===== config.mk =====
export PLATFORM = sky130hd
export DESIGN_NAME = srsc_sensor_reset_standby_control
export DESIGN_NICKNAME = d
export VERILOG_FILES = /design/src/rtl/srsc_pkg.sv /design/src/rtl/srsc_sensor_reset_standby_control.sv
export SDC_FILE = /design/constraint.sdc
export NUM_CORES = 1
export LEC_CHECK = 0
export BUFFER_PORTS_ARGS = -buffer_cell sky130_fd_sc_hd__clkbuf_2
export CORE_ASPECT_RATIO = 2
export CORE_MARGIN = 2
export CORE_UTILIZATION = 52
export CTS_CLUSTER_SIZE = 40
export DETAILED_ROUTE_END_ITERATION = 10
export PLACE_DENSITY = 0.72
export SKIP_CTS_REPAIR_TIMING = 1
export SLEW_MARGIN = 20
export SYNTH_ARGS = -nofsm -noshare
export SYNTH_HDL_FRONTEND = slang
export SYNTH_SLANG_ARGS = --single-unit

===== constraint.sdc =====
create_clock -name core_clk -period 5.1 [get_ports core_clk]
set_input_delay 0.255 -clock core_clk [delete_from_list [all_inputs] [get_ports core_clk]]
set_output_delay 0.255 -clock core_clk [all_outputs]
set_load 0.01 [all_outputs]

===== src/rtl/srsc_pkg.sv =====
// Package with register map, field positions and reset values of the sensor control block.
package srsc_pkg;

  localparam logic [7:0]  SRSC_ADDR_SHUTTER_DELAY = 8'h0c;
  localparam logic [7:0]  SRSC_ADDR_SENSOR_CONTROL = 8'h0d;
  localparam logic [7:0]  SRSC_ADDR_INTEGRATION_TIME = 8'h09;

  localparam int          SRSC_BIT_RESET       = 0;
  localparam int          SRSC_BIT_RESTART     = 1;
  localparam int          SRSC_BIT_STANDBY     = 2;
  localparam int          SRSC_BIT_SPARE       = 3;
  localparam int          SRSC_BIT_OUT_DISABLE = 4;
  localparam int          SRSC_BIT_FORCE_DRIVE = 6;

  localparam logic [15:0] SRSC_CONTROL_RESET_VALUE   = 16'h0000;
  localparam logic [10:0] SRSC_SHUTTER_RESET_VALUE   = 11'h000;
  localparam logic [15:0] SRSC_INTEG_RESET_VALUE     = 16'h0010;
  localparam logic [15:0] SRSC_CONTROL_WRITABLE_MASK = 16'h005d;

  typedef enum logic [1:0] {
    SRSC_PH_RESET_ROW = 2'b00,
    SRSC_PH_INTEGRATE = 2'b01,
    SRSC_PH_SAMPLE    = 2'b10,
    SRSC_PH_DELAY     = 2'b11
  } srsc_phase_type;

endpackage


===== src/rtl/srsc_sensor_reset_standby_control.sv =====
// Register bank and exposure timing control for reset, restart, standby and output enable.
//
// Operation
// - Shutter delay N trims integration by N master clocks, N/2 pixel clocks.
// - Shutter delay is inserted after sampling ends, before pixel reset starts.
// - Control bit 0 set enters reset, truncates frame, idles signal interface.
// - In reset all registers return to defaults except the reset bit.
// - Clearing the reset bit resumes normal frame generation.
// - Writing one to bit 1 truncates frame and starts first-row pixel reset.
// - After restart the first exposure is dropped; first valid frame follows the second integration time.
// - Restart bit is write-one trigger and always reads zero.
// - Standby bit 2 places the sensor in low-power state.
// - Bit 3 is plain read/write storage with no effect.
// - Output-disable bit 4 puts all signal interface pins in high impedance.
// - With bit 6 clear, standby pin asserted tri-states the signal interface.
// - With bit 6 set, standby pin no longer affects output enable.
`timescale 1ns/1ps
`default_nettype none

module srsc_sensor_reset_standby_control
  import srsc_pkg::*;
#(
  parameter int SAMPLE_CYCLES = 8,
  parameter int ROW_RESET_CYCLES = 8
)(
  input  wire logic        core_clk,
  input  wire logic        arst_n,
  input  wire logic        clkEn,
  input  wire logic        regWrite,
  input  wire logic        regRead,
  input  wire logic [7:0]  regAddr,
  input  wire logic [15:0] regWdata,
  output logic      [15:0] regRdata,
  input  wire logic        standbyPin,
  output logic             sensorInReset,
  output logic             lowPower,
  output logic             outputEnable,
  output logic             frameValid,
  output logic             sampleStrobe,
  output logic             rowResetStrobe
);

  // ---------------------------------------------------------------------------
  // Register decode
  // ---------------------------------------------------------------------------
  logic [15:0]    sensorControl;
  logic [10:0]    shutterDelay;
  logic [15:0]    integrationTime;
  srsc_phase_type phase;
  logic [15:0]    phaseCount;
  logic           firstFrame;

  wire logic        writeControl   = clkEn && regWrite && (regAddr == SRSC_ADDR_SENSOR_CONTROL);
  wire logic        writeShutter   = clkEn && regWrite && (regAddr == SRSC_ADDR_SHUTTER_DELAY);
  wire logic        writeInteg     = clkEn && regWrite && (regAddr == SRSC_ADDR_INTEGRATION_TIME);
  wire logic        resetBit       = sensorControl[SRSC_BIT_RESET];
  wire logic        restartPulse   = writeControl && regWdata[SRSC_BIT_RESTART];
  wire logic [15:0] next_control   = regWdata & SRSC_CONTROL_WRITABLE_MASK;
  wire logic        forceDrive     = sensorControl[SRSC_BIT_FORCE_DRIVE];
  wire logic        outDisable     = sensorControl[SRSC_BIT_OUT_DISABLE];
  wire logic        standbyGate    = standbyPin && !forceDrive;
  wire logic        next_outEnable = !outDisable && !standbyGate;
  wire logic [15:0] integTrimmed   = (integrationTime > {5'h00, shutterDelay})
                                     ? integrationTime - {5'h00, shutterDelay}
                                     : 16'h0001;
  wire logic        next_frameValid;
  wire logic        next_sampleStrobe;
  wire logic        next_rowResetStrobe;

  // Reads return the stored bits; the restart bit is never stored, so it reads zero.
  wire logic [15:0] readMux =
    (regAddr == SRSC_ADDR_SENSOR_CONTROL)   ? sensorControl :
    (regAddr == SRSC_ADDR_SHUTTER_DELAY)    ? {5'h00, shutterDelay} :
    (regAddr == SRSC_ADDR_INTEGRATION_TIME) ? integrationTime :
                                              16'h0000;

  // ---------------------------------------------------------------------------
  // Registers
  // ---------------------------------------------------------------------------
  always_ff @(posedge core_clk or negedge arst_n)
  begin
    if (!arst_n)
    begin
      sensorControl <= SRSC_CONTROL_RESET_VALUE;
    end
    else if (writeControl)
    begin
      sensorControl <= next_control;
    end
    else if (clkEn && resetBit)
    begin
      // Soft reset clears every other control field but keeps itself.
      sensorControl <= SRSC_CONTROL_RESET_VALUE | 16'h0001;
    end
  end

  always_ff @(posedge core_clk or negedge arst_n)
  begin
    if (!arst_n)
    begin
      shutterDelay <= SRSC_SHUTTER_RESET_VALUE;
    end
    else if (clkEn && resetBit)
    begin
      shutterDelay <= SRSC_SHUTTER_RESET_VALUE;
    end
    else if (writeShutter)
    begin
      shutterDelay <= regWdata[10:0];
    end
  end

  always_ff @(posedge core_clk or negedge arst_n)
  begin
    if (!arst_n)
    begin
      integrationTime <= SRSC_INTEG_RESET_VALUE;
    end
    else if (clkEn && resetBit)
    begin
      integrationTime <= SRSC_INTEG_RESET_VALUE;
    end
    else if (writeInteg)
    begin
      integrationTime <= regWdata;
    end
  end

  // ---------------------------------------------------------------------------
  // Exposure sequencer
  // ---------------------------------------------------------------------------
  // Integration counts master clocks; the shutter delay phase steals its length
  // from integration so the row period stays the same while the delay is below the integration time.
  wire logic phaseDone = (phaseCount == 16'h0000);

  always_ff @(posedge core_clk or negedge arst_n)
  begin
    if (!arst_n)
    begin
      phase      <= SRSC_PH_RESET_ROW;
      phaseCount <= 16'(ROW_RESET_CYCLES - 1);
      firstFrame <= 1'b1;
    end
    else if (clkEn)
    begin
      if (resetBit || restartPulse)
      begin
        // Truncate the frame and begin resetting the first row.
        phase      <= SRSC_PH_RESET_ROW;
        phaseCount <= 16'(ROW_RESET_CYCLES - 1);
        firstFrame <= 1'b1;
      end
      else if (phaseDone)
      begin
        unique case (phase)
          SRSC_PH_RESET_ROW:
          begin
            phase      <= SRSC_PH_INTEGRATE;
            phaseCount <= integTrimmed - 16'h0001;
          end
          SRSC_PH_INTEGRATE:
          begin
            phase      <= SRSC_PH_SAMPLE;
            phaseCount <= 16'(SAMPLE_CYCLES - 1);
          end
          SRSC_PH_SAMPLE:
          begin
            firstFrame <= 1'b0;
            if (shutterDelay != 11'h000)
            begin
              phase      <= SRSC_PH_DELAY;
              phaseCount <= {5'h00, shutterDelay} - 16'h0001;
            end
            else
            begin
              phase      <= SRSC_PH_RESET_ROW;
              phaseCount <= 16'(ROW_RESET_CYCLES - 1);
            end
          end
          SRSC_PH_DELAY:
          begin
            phase      <= SRSC_PH_RESET_ROW;
            phaseCount <= 16'(ROW_RESET_CYCLES - 1);
          end
        endcase
      end
      else
      begin
        phaseCount <= phaseCount - 16'h0001;
      end
    end
  end

  // ---------------------------------------------------------------------------
  // Registered outputs
  // ---------------------------------------------------------------------------
  // Interface idles during reset; the first exposure is dropped and a frame shows after the second full exposure.
  assign next_frameValid     = !resetBit && !restartPulse && !firstFrame &&
                               (phase == SRSC_PH_SAMPLE);
  assign next_sampleStrobe   = !resetBit && (phase == SRSC_PH_SAMPLE) && phaseDone;
  assign next_rowResetStrobe = !resetBit && (phase == SRSC_PH_RESET_ROW);

  always_ff @(posedge core_clk or negedge arst_n)
  begin
    if (!arst_n)
    begin
      regRdata <= 16'h0000;
    end
    else if (clkEn && regRead)
    begin
      regRdata <= readMux;
    end
  end

  always_ff @(posedge core_clk or negedge arst_n)
  begin
    if (!arst_n)
    begin
      sensorInReset <= 1'b0;
    end
    else if (clkEn)
    begin
      sensorInReset <= resetBit;
    end
  end

  always_ff @(posedge core_clk or negedge arst_n)
  begin
    if (!arst_n)
    begin
      lowPower <= 1'b0;
    end
    else if (clkEn)
    begin
      lowPower <= sensorControl[SRSC_BIT_STANDBY];
    end
  end

  always_ff @(posedge core_clk or negedge arst_n)
  begin
    if (!arst_n)
    begin
      outputEnable <= 1'b0;
    end
    else if (clkEn)
    begin
      outputEnable <= next_outEnable;
    end
  end

  always_ff @(posedge core_clk or negedge arst_n)
  begin
    if (!arst_n)
    begin
      frameValid <= 1'b0;
    end
    else if (clkEn)
    begin
      frameValid <= next_frameValid;
    end
  end

  always_ff @(posedge core_clk or negedge arst_n)
  begin
    if (!arst_n)
    begin
      sampleStrobe <= 1'b0;
    end
    else if (clkEn)
    begin
      sampleStrobe <= next_sampleStrobe;
    end
  end

  always_ff @(posedge core_clk or negedge arst_n)
  begin
    if (!arst_n)
    begin
      rowResetStrobe <= 1'b0;
    end
    else if (clkEn)
    begin
      rowResetStrobe <= next_rowResetStrobe;
    end
  end

endmodule // srsc_sensor_reset_standby_control

`default_nettype wire


==> Yosys cells after proc, flatten, opt, wreduce, memory -nomap -nowiden <==
Cells that the tools add are included.
W data, S select, Z words.
{ "op_classes": {"magnitude_cmp": 1, "add_sub_neg": 4, "reduce_logical": 33, "n_eq_ne": 6, "n_mux": 21} }
{ "op_table": {"columns": ["operator", "count"], "rows": [
  ["$mux W16", 11],
  ["$pmux W16 S3", 1],
  ["$sub A16 B1 Y16 const B", 2],
  ["$eq A8 B4 Y1 const B", 3],
  ["$mux W11", 2],
  ["$gt A16 B11 Y1", 1],
  ["$logic_not A16 Y1", 1],
  ["$sub A16 B11 Y16", 1],
  ["$logic_and A1 B1 Y1", 15],
  ["$sub A11 B1 Y12 const B", 1],
  ["$reduce_bool A11 Y1", 1],
  ["$reduce_bool A2 Y1", 5],
  ["$pmux W2 S4", 1],
  ["$logic_not A1 Y1", 6],
  ["$mux W2", 3],
  ["$eq A2 B2 Y1 const B", 2],
  ["$mux W1", 3],
  ["$reduce_and A3 Y1", 1],
  ["$eq A2 B1 Y1 const B", 1],
  ["$logic_not A2 Y1", 1],
  ["$reduce_and A2 Y1", 1],
  ["$reduce_or A2 Y1", 1],
  ["$logic_or A1 B1 Y1", 1]
]} }
{ "word_totals": {"elab_cells": 78, "input_bits": 30, "output_inout_bits": 22, "regBits": 84} }

==> Logic depth before layout (Yosys ltp) <==
Gate-level depths: netlist of run 1.
{ "depth": {"word_depth": 7, "ltp_mapped": 19, "ltp_nobuf": 17} }

==> Worst setup path before layout of run 1 <==
No wires, ideal clock.
{ "synth_timing": {"kind": "register -> register", "from": "register shutterDelay[0]", "to": "register phaseCount[10]", "path_slack_ns": 1.343, "path_stages_with_launch": 19, "setup_ns": 0.121, "required_time_ns": 4.979, "arrival_time_ns": 3.636, "period_less_slack_ns": 3.757, "cell_sequence": "dfrtp_1 -> ha_1 -> inv_1 -> fa_1 -> a211oi_2 -> o211ai_1 -> a21oi_1 -> o21ai_0 -> buf_2 -> buf_2 -> nand2_1 -> ha_1 -> inv_1 -> nor4_1 -> nand2b_1 -> o311ai_0 -> o21a_1 -> o21ai_0 -> a22o_1"} }
{ "synth_via": {"elab_chain_cells": 6, "word_cells_on_any_way": 10, "classes_between": "3 x add/sub; 1 x order compare; 5 x mux; 1 x reduce/logical"} }
{ "synth_lines": {"columns": ["element", "line_no", "rtl"], "rows": [
  ["from (decl)", "srsc_sensor_reset_standby_control.sv:47", "logic [10:0] shutterDelay;"],
  ["from (signal assigned)", "srsc_sensor_reset_standby_control.sv:109", "shutterDelay <= regWdata[10:0];"],
  ["$sub A16 B11 Y16 or $gt A16 B11 Y1 (tied branches)", "srsc_sensor_reset_standby_control.sv:64, srsc_sensor_reset_standby_control.sv:63", null],
  ["$mux W16", "srsc_sensor_reset_standby_control.sv:64", "? integrationTime - {5'h00, shutterDelay}"],
  ["$sub A16 B1 Y16", "srsc_sensor_reset_standby_control.sv:159", "phaseCount <= integTrimmed - 16'h0001;"],
  ["$pmux W16 S3 (*)", "srsc_sensor_reset_standby_control.sv:155", "unique case (phase)"],
  ["$mux W16 (*)", "srsc_sensor_reset_standby_control.sv:153", "else if (phaseDone)"],
  ["$mux W16 (*)", "srsc_sensor_reset_standby_control.sv:146", "if (resetBit || restartPulse)"],
  ["to (signal assigned)", "srsc_sensor_reset_standby_control.sv:150", "phaseCount <= 16'(ROW_RESET_CYCLES - 1);"],
  ["to (signal assigned)", "srsc_sensor_reset_standby_control.sv:159", null],
  ["to (signal assigned)", "srsc_sensor_reset_standby_control.sv:164", "phaseCount <= 16'(SAMPLE_CYCLES - 1);"],
  ["to (decl)", "srsc_sensor_reset_standby_control.sv:50", "logic [15:0] phaseCount;"]
]} }
Mark *: on every way between the ends. The rest lies on a longest branch, timed or not.
A chain may end at the register's enable or synchronous reset.

==> Final worst setup path of run 1 <==
{ "layout_timing": {"from": "register shutterDelay[0]", "to": "register phaseCount[14]"} }
Same word-level chain as after synthesis.

==> summary by stage, run 1 <==
Clocking
Clock latency on the worst-skew pair, taken at its later pin, is 0.34 ns. The tree built by TritonCTS fans out to 73 sinks. The clock tree synthesis step divided the H-tree into 3 levels. The TritonCTS clock tree is yes.

The clock edge transition at the registers on the reported setup and hold paths is 0.06 ns. In this run, CTS created clock tree buffers numbering 9. The cell at the root of the clock tree is sky130_fd_sc_hd__clkbuf_16. The largest buffer count on any clock path is 2.

Critical path
Along the worst path, the maximum fanout reaches 20. The worst register-to-register path begins at shutterDelay[0]. Data on the critical path is required at its endpoint by 5.32 ns.

For this design, the slowest cell found on the critical path is sky130_fd_sc_hd__dfrtp_1. The launch point of the worst path is shutterDelay[0]. The worst setup path is of the flop to flop kind. At the worst endpoint, the arrival time is 4.41 ns. The top cell family by delay on the critical path is compound AO/OA/AOI/OAI gates.

The kind of end point of the critical path is a flop. The worst setup path is launched from a flop. The critical path goes through ha_1 -> inv_1 -> fa_1 -> a211oi_2 -> o211ai_1 -> a21oi_1 -> o21ai_0 -> buf_4 -> nand2_1 -> ha_1 -> nand2_1 -> nor4_1 -> a21oi_1 -> o311ai_0 -> nor3b_1 -> o2bb2ai_1.

The longest individual stage delay on the worst path is 0.45 ns. The critical path contains buffers and inverters numbering 2 combined.

Finish
The sequential cells in the finished layout cover a total of 1833 um2. The multi-input gate area in the final layout is 2927 um2. The number of antenna diodes in the final layout is 0.

Of the cells placed in the final design, the portion with a size suffix greater than 1 is 14.87%. Compared with the post-synthesis result, the final layout area differs by 12.30%. The final design instance area without fill is 5633 um2. The count of cells in the finished layout, fillers not included, comes to 736. At the end of the flow the core is filled with cells to 60.03%.

The total of fill cells in the finished design is 835. In the layout the commonest cells are sky130_fd_sc_hd__nand2_1, sky130_fd_sc_hd__dfrtp_1, sky130_fd_sc_hd__clkbuf_2. The post-layout net count is 673. Leaving out fill and tap cells, the most frequent cell in the layout is sky130_fd_sc_hd__nand2_1.

Pwr
The power density over the cells is 417.0 nW/um2. Summed over all cells, the static leakage comes to 2.547 nW. The total power draw is 2.349 mW.

IR analysis of the VDD net gives a maximum drop of 0.0002497 V.

Synth
Synthesis inferred 73 register bits. The cell count after synthesis came out at 594. During synthesis, Yosys emitted a total of 0 warnings.

Counting flops with a built-in enable in the synthesized netlist gives 0. Dividing the synthesized area by the synthesized cell count gives 8.445 um2. The number of distinct standard cells referenced by the synthesized netlist is 72.

By area the synthesized netlist is led by sky130_fd_sc_hd__dfrtp_1, sky130_fd_sc_hd__nand2_1, sky130_fd_sc_hd__a21oi_1. The synthesized net count is 640. Among all flip-flop cells after synthesis, the most frequent one is sky130_fd_sc_hd__dfrtp_1. The portion of synthesized cell area occupied by the leading cell type is 33.92%. Counting flops with an async set or reset pin after synthesis yields a share of 100.0%. The register area share after synthesis is 36.54%. The biggest area contributor in the post-synthesis netlist is sky130_fd_sc_hd__dfrtp_1. Summing every instance area after synthesis gives 5016 um2.

Floorplan
The core outline area is 9384 um2. Once the floorplan was initialized, standard cells occupied 53.45% of the core. The floorplan step set the die height to 142.9 um. The floorplan step set the die width to 73.45 um. The floorplan has 50 rows.

In this run the count of I/O pins placed on the die edge is 52. The die covers 10500 um2.

Drt
The number of remaining DRC errors is 0. Dividing the detail-routed wire length by the instance count gives 19.49 um. Using the TritonRoute via totals, the vias-per-cell ratio works out to 6.443.

The number of routed nets with antenna violations is 0. Detailed routing inserted a total of 4742 vias. The violation count after the first detailed-route iteration is 293. For this run, the detailed router's first-pass iteration total came to 5. The routed design has 14340 um of wire.

STA
The final-report max-slew violation count came to 0. The number of setup violations in the final report is 0. At the pin with the least slew margin, the transition time is 1.000 ns.

After layout, the worst path uses 82.02% of the clock period. The worst path setup slack after routing is 0.9171 ns. Setup repair after global routing left no endpoint under its margin. Based on the critical path, the design can be clocked at up to 239.1 MHz.

The tightest hold path in the finished design has a slack of 0.06598 ns. The final-report hold violation count is 0. Measured against its own limit, the worst slew margin works out to 33.31%.

The accumulated negative setup slack is 0 ns. Between clock sinks in the finished design, the worst skew comes to 0.008788 ns. For the finished layout, the period the worst path requires is 4.183 ns.

GRT
The total global routing track utilization is 28.63%. The number of antenna violations at the first check in global routing is 0. The first global-routing pass estimated 23130 um of wire. Summed over all layers, the global routing overflow is 0. The pin count of the biggest net entering global routing is 74. The number of global-route vias before repair came to 4751.

Worst hold path
In this run the worst hold path is classified as input port to asynchronous set/reset pin.

Run
The reported max-cap violation count is 0.

Place
Input and output buffers added on the ports amount to 51. The routability congestion estimate from global placement is 0.9853. The instance area at placement is 5286 um2.

The number of placed instances, taps included, is 720. The post-placement setup slack is 1.037 ns. Detailed placement finished with a half-perimeter wire length of 11030 um.

Run status
The run finished with clean final reports.
path summary, 6_finish.rpt:
path	endpoint	slack, ns	depth (start not counted)
min in group core_clk	integrationTime[14]	0.13	3
worst min register to register	regRdata[9]	0.49	2
max in group asynchronous	shutterDelay[8]	4.42	1
worst max register to register	phaseCount[14]	0.92	16
worst min-delay path	phaseCount[3]	0.07	1
worst max-delay path	phaseCount[14]	0.92	16
cells by family after synthesis:
family,Yosys count,synth area share [%]
compound gates,187,24.94
xor+xnor,25,4.365
fa+ha+maj,16,4.141
buf+inv,63,5.113
flops,73,36.54
mux,22,4.590
simple gates,208,20.30
flip-flops by register name (all words and copies together) (netlist names), 2 cells and up:
signal,flops
integrationTime,16
phaseCount,16
regRdata,16
shutterDelay,11
sensorControl,5
phase,2
cell usage after synthesis, types with 3 or more instances:
cell                        instances
sky130_fd_sc_hd__o211ai_1           8
sky130_fd_sc_hd__clkbuf_1          22
sky130_fd_sc_hd__and3_1             3
sky130_fd_sc_hd__nor4_1             8
sky130_fd_sc_hd__a211oi_1           3
sky130_fd_sc_hd__or2_2              4
sky130_fd_sc_hd__nor3_1            17
sky130_fd_sc_hd__o21ai_1            5
sky130_fd_sc_hd__a21o_1             7
sky130_fd_sc_hd__o31ai_1           11
sky130_fd_sc_hd__mux2i_1           14
sky130_fd_sc_hd__nand3_1           15
sky130_fd_sc_hd__nand2_1           72
sky130_fd_sc_hd__nand2b_1           7
sky130_fd_sc_hd__a22oi_1           11
sky130_fd_sc_hd__o21ai_0           35
sky130_fd_sc_hd__o2bb2ai_1          3
sky130_fd_sc_hd__o221ai_1           6
sky130_fd_sc_hd__buf_2              6
sky130_fd_sc_hd__nand4_1            4
sky130_fd_sc_hd__a31o_2             3
sky130_fd_sc_hd__dfstp_2            5
sky130_fd_sc_hd__o22ai_1            4
sky130_fd_sc_hd__dfrtp_1           68
sky130_fd_sc_hd__xor2_1            11
sky130_fd_sc_hd__nor3b_1            5
sky130_fd_sc_hd__o21a_1             7
sky130_fd_sc_hd__and2_1             7
sky130_fd_sc_hd__or3_1              4
sky130_fd_sc_hd__a31oi_1            6
sky130_fd_sc_hd__nor2_1            42
sky130_fd_sc_hd__a22o_1            10
sky130_fd_sc_hd__a21oi_1           43
sky130_fd_sc_hd__mux2_2             8
sky130_fd_sc_hd__nor2b_1            6
sky130_fd_sc_hd__ha_1              15
sky130_fd_sc_hd__inv_1             31
sky130_fd_sc_hd__xnor2_1           14
layer usage:
metal	GRT usage, %	share of wire [%]	vias up
met4	18.85	5.6	0
met1	30.85	37	2288
met3	3.811	3.3	57
met2	50.23	54	168
met5	0	0	-
li1	-	-	2229
final cells by class:
type                       count  area share, %
timing repair buffer          54          4.976
multi-input combinational    458          51.95
tap                          104          2.310
inverter                      31          2.066
clock inverter                 5          1.844
clock buffer                  11          4.309
sequential                    73          32.54
power breakdown:
part           leakage [nW]  internal, mW  switching [mW]
clock                 0.170         0.492           0.249
sequential            0.988         0.655          0.0730
combinational          1.39         0.352           0.528
total                  2.55          1.50           0.850
Power figures use the tool's default switching activity.
==> run 2: changes to the inputs <==
- clock period: 5.1 -> 4.2 ns (I/O delays scaled with it)
==> run 2 against run 1 <==
  * Hold slack lost 0.065 ns
  * Wire length grew 2.3%
  * Critical path type unchanged
  * Count of clock-buffer cells in the layout shrank 1
  * Final cell count grew 0.82%
  * Clock skew shrank 0.0011 ns
  * Fmax grew 8.8%
==> summary by stage, run 2 (same netlist as run 1, synthesis figures left out) <==
Finish
The final design utilization is 60.28% (+0.25 points). The final design instance area without fill came to 5657 um2 (+0.42%). The commonest non-fill, non-tap cell in the layout is sky130_fd_sc_hd__nand2_1.

The largest registers in the layout are integrationTime (16), phaseCount (16), regRdata (16). The top cell types in the final layout, fill and taps aside, are sky130_fd_sc_hd__nand2_1, sky130_fd_sc_hd__dfrtp_1, sky130_fd_sc_hd__clkbuf_2. The share of layout cells above drive strength 1 was 15.99% (+1.1 points).

The post-layout net count was 679 (+0.89%). The number of antenna cells inserted is 0 (unchanged). The total of fill cells in the finished design is 850 (+1.8%). Compared with the post-synthesis result, the final layout area differs by 12.77%.

Critical path
In this run the critical register-to-register path is captured at phaseCount[10]. By startpoint and endpoint, the worst setup path is classified as flop to flop. The largest fanout on the critical path is 7 (-65%). The highest-delay cell along the critical path is sky130_fd_sc_hd__dfrtp_1. The count of cells along the worst register-to-register path is 16 (unchanged). The start of the worst register-to-register path is shutterDelay[0].

The data required time at the worst endpoint came to 4.44 ns (-0.88 ns). The longest individual stage delay on the worst path is 0.46 ns (about the same). The worst reg-to-reg setup slack is 0.35 ns (-0.56 ns). Traced cell by cell, the critical path runs through ha_1 -> inv_1 -> fa_1 -> a211oi_4 -> o211ai_1 -> a21oi_1 -> o21ai_1 -> nand2_1 -> ha_1 -> inv_1 -> nor4_2 -> nand2b_1 -> o311ai_0 -> o21a_1 -> o21ai_0 -> a22o_1. STA classifies the critical path startpoint as a flop. The data arrival time at the worst-slack endpoint is 4.08 ns (-0.33 ns). The kind of end point of the critical path is a flop.

Place
The instance area at placement was 5331 um2 (+0.85%). The sum of net half-perimeters after detailed placement was 11260 um (+2.1%). The routability congestion estimate from global placement came to 0.9638 (-2.2%). The number of port buffers is 51 (unchanged).

Worst hold path
The tightest min-delay check is of the input port to asynchronous set/reset pin type.

Drt
The vias per cell is 6.453 (+0.15%). The number of routed nets with antenna violations is 0 (unchanged). The violation count after the first detailed-route iteration came to 322 (+9.9%). The number of remaining DRC errors was 0 (unchanged). The total via count in the routed design is 4788 (+0.97%). The wire length after detailed routing came to 14680 um (+2.3%). The number of search-and-repair iterations in the first detailed-routing pass is 5 (unchanged). The final routed wire length divided by cell count was 19.78 um (+1.5%).

GRT
In this run the most used layer during global routing was met2. The global routing met3 resource utilization is 4.799% (+0.99 points). The number of antenna violations at the first check in global routing came to 0 (unchanged). The met2 usage is 53.67% (+3.4 points).

The pin count of the biggest net entering global routing is 74 (unchanged). The total global routing track utilization came to 29.77% (+1.1 points). The number of global-route vias before repair came to 4976 (+4.7%). The met1 usage in global routing is 30.13% (-0.72 points). The sum of overflow across all layers after global routing is 0 (unchanged).

The first-pass GRT wire length is 23980 um (+3.7%).

Pwr
The peak ir drop on the vdd network came to 0.0002964 V (+19%). The clock network fraction of design power is 28.3% (-3.2 points). The logic gate share of total power is 39.8% (+2.4 points). The net switching power of the design is 1.065 mW (+25%).

The internal power contribution is 1.702 mW (+14%). The power density over the cells came to 489.1 nW/um2 (+17%). The relative contribution of sequential cells to total power is 31.9% (+0.9 points).

The static leakage power is 2.547 nW (about the same). The switching part of the total is 38.49% (+2.3 points).

STA
The accumulated negative setup slack is 0 ns (unchanged). The number of setup violations in the final report is 0 (unchanged). The part of the cycle the worst path needs was 91.56% (+9.5 points). The time the worst path needs with I/O delays and setup came to 3.846 ns (-0.3372 ns). The final-report max-slew violation count is 0 (unchanged). Setup repair after global routing left no endpoint under its margin. The setup clock skew after layout is 0.007713 ns (-0.001075 ns). The worst slew slack as a fraction of its limit is 35.15% (+1.8 points).

The final-report hold violation count is 0 (unchanged). The worst hold slack across all endpoints is 0.001013 ns (-0.06497 ns). The highest achievable clock rate came to 260.0 MHz (+8.8%). The pin slew with the least headroom to its limit is 0.9728 ns (-0.02762 ns).

Floorplan
The area of the die is 10500 um2 (unchanged). The initial core utilization was 53.45% (unchanged). The number of primary I/O pins is 52 (unchanged). The core outline area is 9384 um2 (unchanged). The horizontal extent of the die was 73.45 um (unchanged). The total number of placement rows is 50 (unchanged). The die height was 142.9 um (unchanged).

Clocking
The clock edge transition at the registers on the reported setup and hold paths came to 0.06 ns (about the same). The clock sink count was 73 (unchanged). The number of buffers inserted during clock tree synthesis is 9 (unchanged). The number of H-tree branching levels is 3 (unchanged).

The TritonCTS clock tree is yes. The cell at the root of the clock tree is sky130_fd_sc_hd__clkbuf_16. The clock latency at the later pin of the worst-skew pair is 0.35 ns (about the same). The largest buffer count on any clock path is 2 (unchanged).

Run
The reported max-cap violation count is 0 (unchanged).

Run status
The run finished with clean final reports.
## run 2: cell count changes in the layout (fill, tap and decap cells not counted), moves of 2 or more
cell                         previous run  this run
sky130_fd_sc_hd__bufinv_16              3         1
sky130_fd_sc_hd__buf_4                  4        10
sky130_fd_sc_hd__clkinvlp_4             0         2
sky130_fd_sc_hd__nor4_1                 8         6
## run 2: area by class of cell
cell class	instances	area (um2)	area share (%)
Multi-Input combinational cell	458	2955	52.24
Sequential cell	73	1833	32.40
Timing Repair Buffer	60	325.3	5.751
Clock buffer	10	229.0	4.048
Tap cell	104	130.1	2.300
Inverter	31	116.4	2.057
Clock inverter	6	67.56	1.194
## run 2: routing by layer
layer  share of wire, %  up-vias
met5                  0        -
met4                7.0        0
met3                3.7       77
met2                 53      166
met1                 36     2298
li1                   -     2247
## run 2: power by group through the flow
stage	registers [mW]	clock network [mW]	logic (mW)
after floorplan	0.868	0	0.798
after global placement	0.886	0	1.04
after detailed placement	0.891	0	1.05
after CTS	0.879	0.782	1.06
after global routing	0.896	0.807	1.22
final	0.882	0.784	1.10
## run 2: how the worst max path moves through the flow
| stage | to | startpoint |
|---|---|---|
| floorplan | phaseCount[10] | shutterDelay[0] |
| global placement | phaseCount[14] | shutterDelay[0] |
| detailed placement | phaseCount[14] | shutterDelay[0] |
| CTS | phaseCount[14] | shutterDelay[0] |
| global route | phaseCount[14] | shutterDelay[0] |
| finish | phaseCount[10] | shutterDelay[0] |
## run 2: worst max-delay path, delay by kind of cell (launching register included)
family	cells	cell delay, ns
DFF	1	0.46
buffers and inverters	2	0.16
adders and majority gates	3	0.95
and+or+nand+nor	3	0.60
AOI/OAI and AO/OA	8	1.57
## run 2: stage by stage
step	cells	worst slack, ns	power, mW
after global routing	742	0.01971	2.917
after detailed placement	726	0.2350	1.945
after CTS	742	0.1992	2.723
final	742	0.3543	2.766
after floorplan	594	0.4428	1.666
after global placement	726	0.3875	1.921
==> run 3: changes to the inputs <==
- CORE_MARGIN: 2 -> 8
==> run 3 against run 2 <==
  * Hold slack worse by 0.031 ns
  * Fmax is 2.3% lower
  * Critical path type unchanged
  * Clock power is 8.7% lower
  * Power is 3.9% lower
  * Sequential share of layout area is 0.25 points higher
  * Count of clock-buffer cells in the layout stayed put
  * The run now ends with hold timing left
  * Sequential power hardly changed
  * Worst setup slack worse by 0.089 ns
  * Wire length is 3.2% lower
  * Critical path depth stayed put
==> summary by stage, run 3 (same netlist as run 1, synthesis figures left out) <==
Floorplan
The die height is 154.9 um (+8.4%). The initial core utilization is 52.41% (-1.0 points). The core outline area was 9572 um2 (+2.0%). The horizontal extent of the die is 85.45 um (+16%). The number of primary I/O pins is 52 (unchanged). The area of the die is 13240 um2 (+26%). The total number of placement rows is 51 (+2.0%).

Critical path
The data arrival time at the worst-slack endpoint was 4.17 ns (+0.09 ns). The longest individual stage delay on the worst path is 0.44 ns (-0.02 ns). The largest individual stage delay along the critical path comes from the cell sky130_fd_sc_hd__dfrtp_1. The start of the worst register-to-register path is shutterDelay[0]. The nature of the critical path startpoint is a flop. The signal on the critical path passes through ha_1 -> inv_1 -> fa_1 -> a211oi_2 -> o211ai_1 -> a21oi_2 -> o21ai_0 -> nand2_1 -> ha_1 -> inv_1 -> nor4_2 -> nand2b_1 -> o311ai_0 -> o21a_1 -> o21ai_0 -> a22o_1. The start-to-end type of the worst setup path is flop to flop. The kind of end point of the critical path is a flop.

The largest fanout on the critical path came to 7 (unchanged). The data required time at the worst endpoint came to 4.43 ns (about the same). The launch point of the worst path is shutterDelay[0].

GRT
The number of antenna violations at the first check in global routing came to 0 (unchanged). The sum of overflow across all layers after global routing is 0 (unchanged). The total global routing track utilization was 22.03% (-7.7 points). The first-pass GRT wire length is 23090 um (-3.7%). The pin count of the biggest net entering global routing is 74 (unchanged). The number of global-route vias before repair is 4617 (-7.2%).

Clocking
The clock edge transition at the registers on the reported setup and hold paths is 0.07 ns (about the same). The clock latency at the later pin of the worst-skew pair is 0.34 ns (about the same). The cell at the root of the clock tree is sky130_fd_sc_hd__clkbuf_16.

The TritonCTS clock tree is yes. The number of H-tree branching levels came to 3 (unchanged). The number of buffers inserted during clock tree synthesis is 9 (unchanged). The largest buffer count on any clock path came to 2 (unchanged). The clock sink count is 73 (unchanged).

Run status
The flow ran to the end, but the final reports show violations. The final reports fail on hold timing.

Place
The number of port buffers is 51 (unchanged). The number of instances in the placed design came to 725 (-0.14%). The routability congestion estimate from global placement came to 0.9707 (+0.72%).

The sum of net half-perimeters after detailed placement came to 10550 um (-6.3%).

Finish
The post-layout net count was 677 (-0.29%). In the layout the commonest cells are sky130_fd_sc_hd__nand2_1, sky130_fd_sc_hd__dfrtp_1, sky130_fd_sc_hd__clkbuf_2. The number of antenna cells inserted is 0 (unchanged).

The total of fill cells in the finished design is 862 (+1.4%). The library cell used most frequently in the layout, excluding fill and tap cells, is sky130_fd_sc_hd__nand2_1. The largest registers in the layout are integrationTime (16), phaseCount (16), regRdata (16). The post-layout instance count excluding filler cells is 742 (unchanged). The multi-input gate area in the final layout came to 2943 um2 (-0.42%). The share of layout cells above drive strength 1 is 15.88% (-0.11 points). The area used by sequential logic in the layout is 1833 um2 (unchanged). From synthesis to final layout, the design area changed by 11.92%.

Run
The reported max-cap violation count is 0 (unchanged).

STA
The worst hold slack across all endpoints is -0.03044 ns (-0.03145 ns). The part of the cycle the worst path needs is 93.68% (+2.1 points). The setup clock skew after layout came to 0.008590 ns (+0.0008768 ns). The worst slew slack as a fraction of its limit came to 37.28% (+2.1 points). The pin slew with the least headroom to its limit was 0.9389 ns (-0.03388 ns). The final-report max-slew violation count is 0 (unchanged). The highest achievable clock rate is 254.2 MHz (-2.3%). The number of setup violations in the final report was 0 (unchanged). The time the worst path needs with I/O delays and setup is 3.934 ns (+0.08875 ns). The final-report hold violation count is 11 (+11).

Drt
The wire length after detailed routing was 14200 um (-3.2%). The vias per cell came to 6.259 (-3.0%). The total via count in the routed design is 4644 (-3.0%). The number of routed nets with antenna violations came to 0 (unchanged). The number of remaining DRC errors was 0 (unchanged). The final routed wire length divided by cell count is 19.14 um (-3.2%). The number of search-and-repair iterations in the first detailed-routing pass is 5 (unchanged).

The violation count after the first detailed-route iteration is 353 (+9.6%).

Pwr
The power density over the cells is 473.3 nW/um2 (-3.2%). The peak ir drop on the vdd network is 0.0004008 V (+35%). The static leakage power is 2.529 nW (-0.72%). The total power draw is 2.657 mW (-3.9%).

Worst hold path
The min-delay analysis places its worst path in the category input port to asynchronous set/reset pin.
run 3: cell types whose count changed in the layout (fill, tap and decap cells not counted), sizes merged:
cell | previous run | this run
bufinv | 1 | 0
buf | 10 | 8
clkinv | 2 | 3
run 3: per-layer routing:
metal	track usage [%]	wire, um
met1	26.16	5960
met2	37.28	7167
met3	4.226	569
met5	0	0
met4	9.764	504
run 3: worst paths after layout:
| check | cells past startpoint | endpoint | slack [ns] |
|---|---|---|---|
| worst max-delay path | 16 | phaseCount[10] | 0.27 |
| worst min-delay path | 1 | phaseCount[11] | -0.03 |
| worst max register to register | 16 | phaseCount[10] | 0.27 |
| worst min register to register | 2 | regRdata[1] | 0.48 |
| max in group asynchronous | 1 | integrationTime[13] | 3.57 |
| min in group core_clk | 3 | integrationTime[13] | 0.09 |
run 3: cell type report:
type / instances / share of cell area (%)
clock buffers: 10 / 4.078
flip-flops and latches: 73 / 32.65
repair buffers: 58 / 5.661
well taps: 106 / 2.362
multi-input cells: 458 / 52.42
clock inverters: 6 / 0.7577
inverters: 31 / 2.073
run 3: power breakdown:
group	switching (mW)	internal (mW)	leakage, nW	total (mW)
sequential	0.0857	0.796	0.988	0.881
clock	0.315	0.401	0.129	0.716
combinational	0.621	0.438	1.41	1.06
total	1.02	1.64	2.53	2.66
run 3: per-stage QoR:
stage	setup WS, ns	area [um2]	setup TNS (ns)	utilization [%]
6_report	0.2656	5614	0	58.65
5_1_grt	-0.01209	5614	-0.01209	58.65
4_1_cts	0.1350	5583	0	58.33
3_5_place_dp	0.1363	5311	0	55.49
3_3_place_gp	0.4059	5311	0	55.49
2_1_floorplan	0.4428	5016	0	-
run 3: critical path: cells and delay by family (launching register included):
family,cells,cell delay [ns]
flip-flops,1,0.44
AO/OA/AOI/OAI,8,1.65
buffers and inverters,2,0.17
AND/OR/NAND/NOR,3,0.64
adder cells (fa/ha/maj),3,0.93
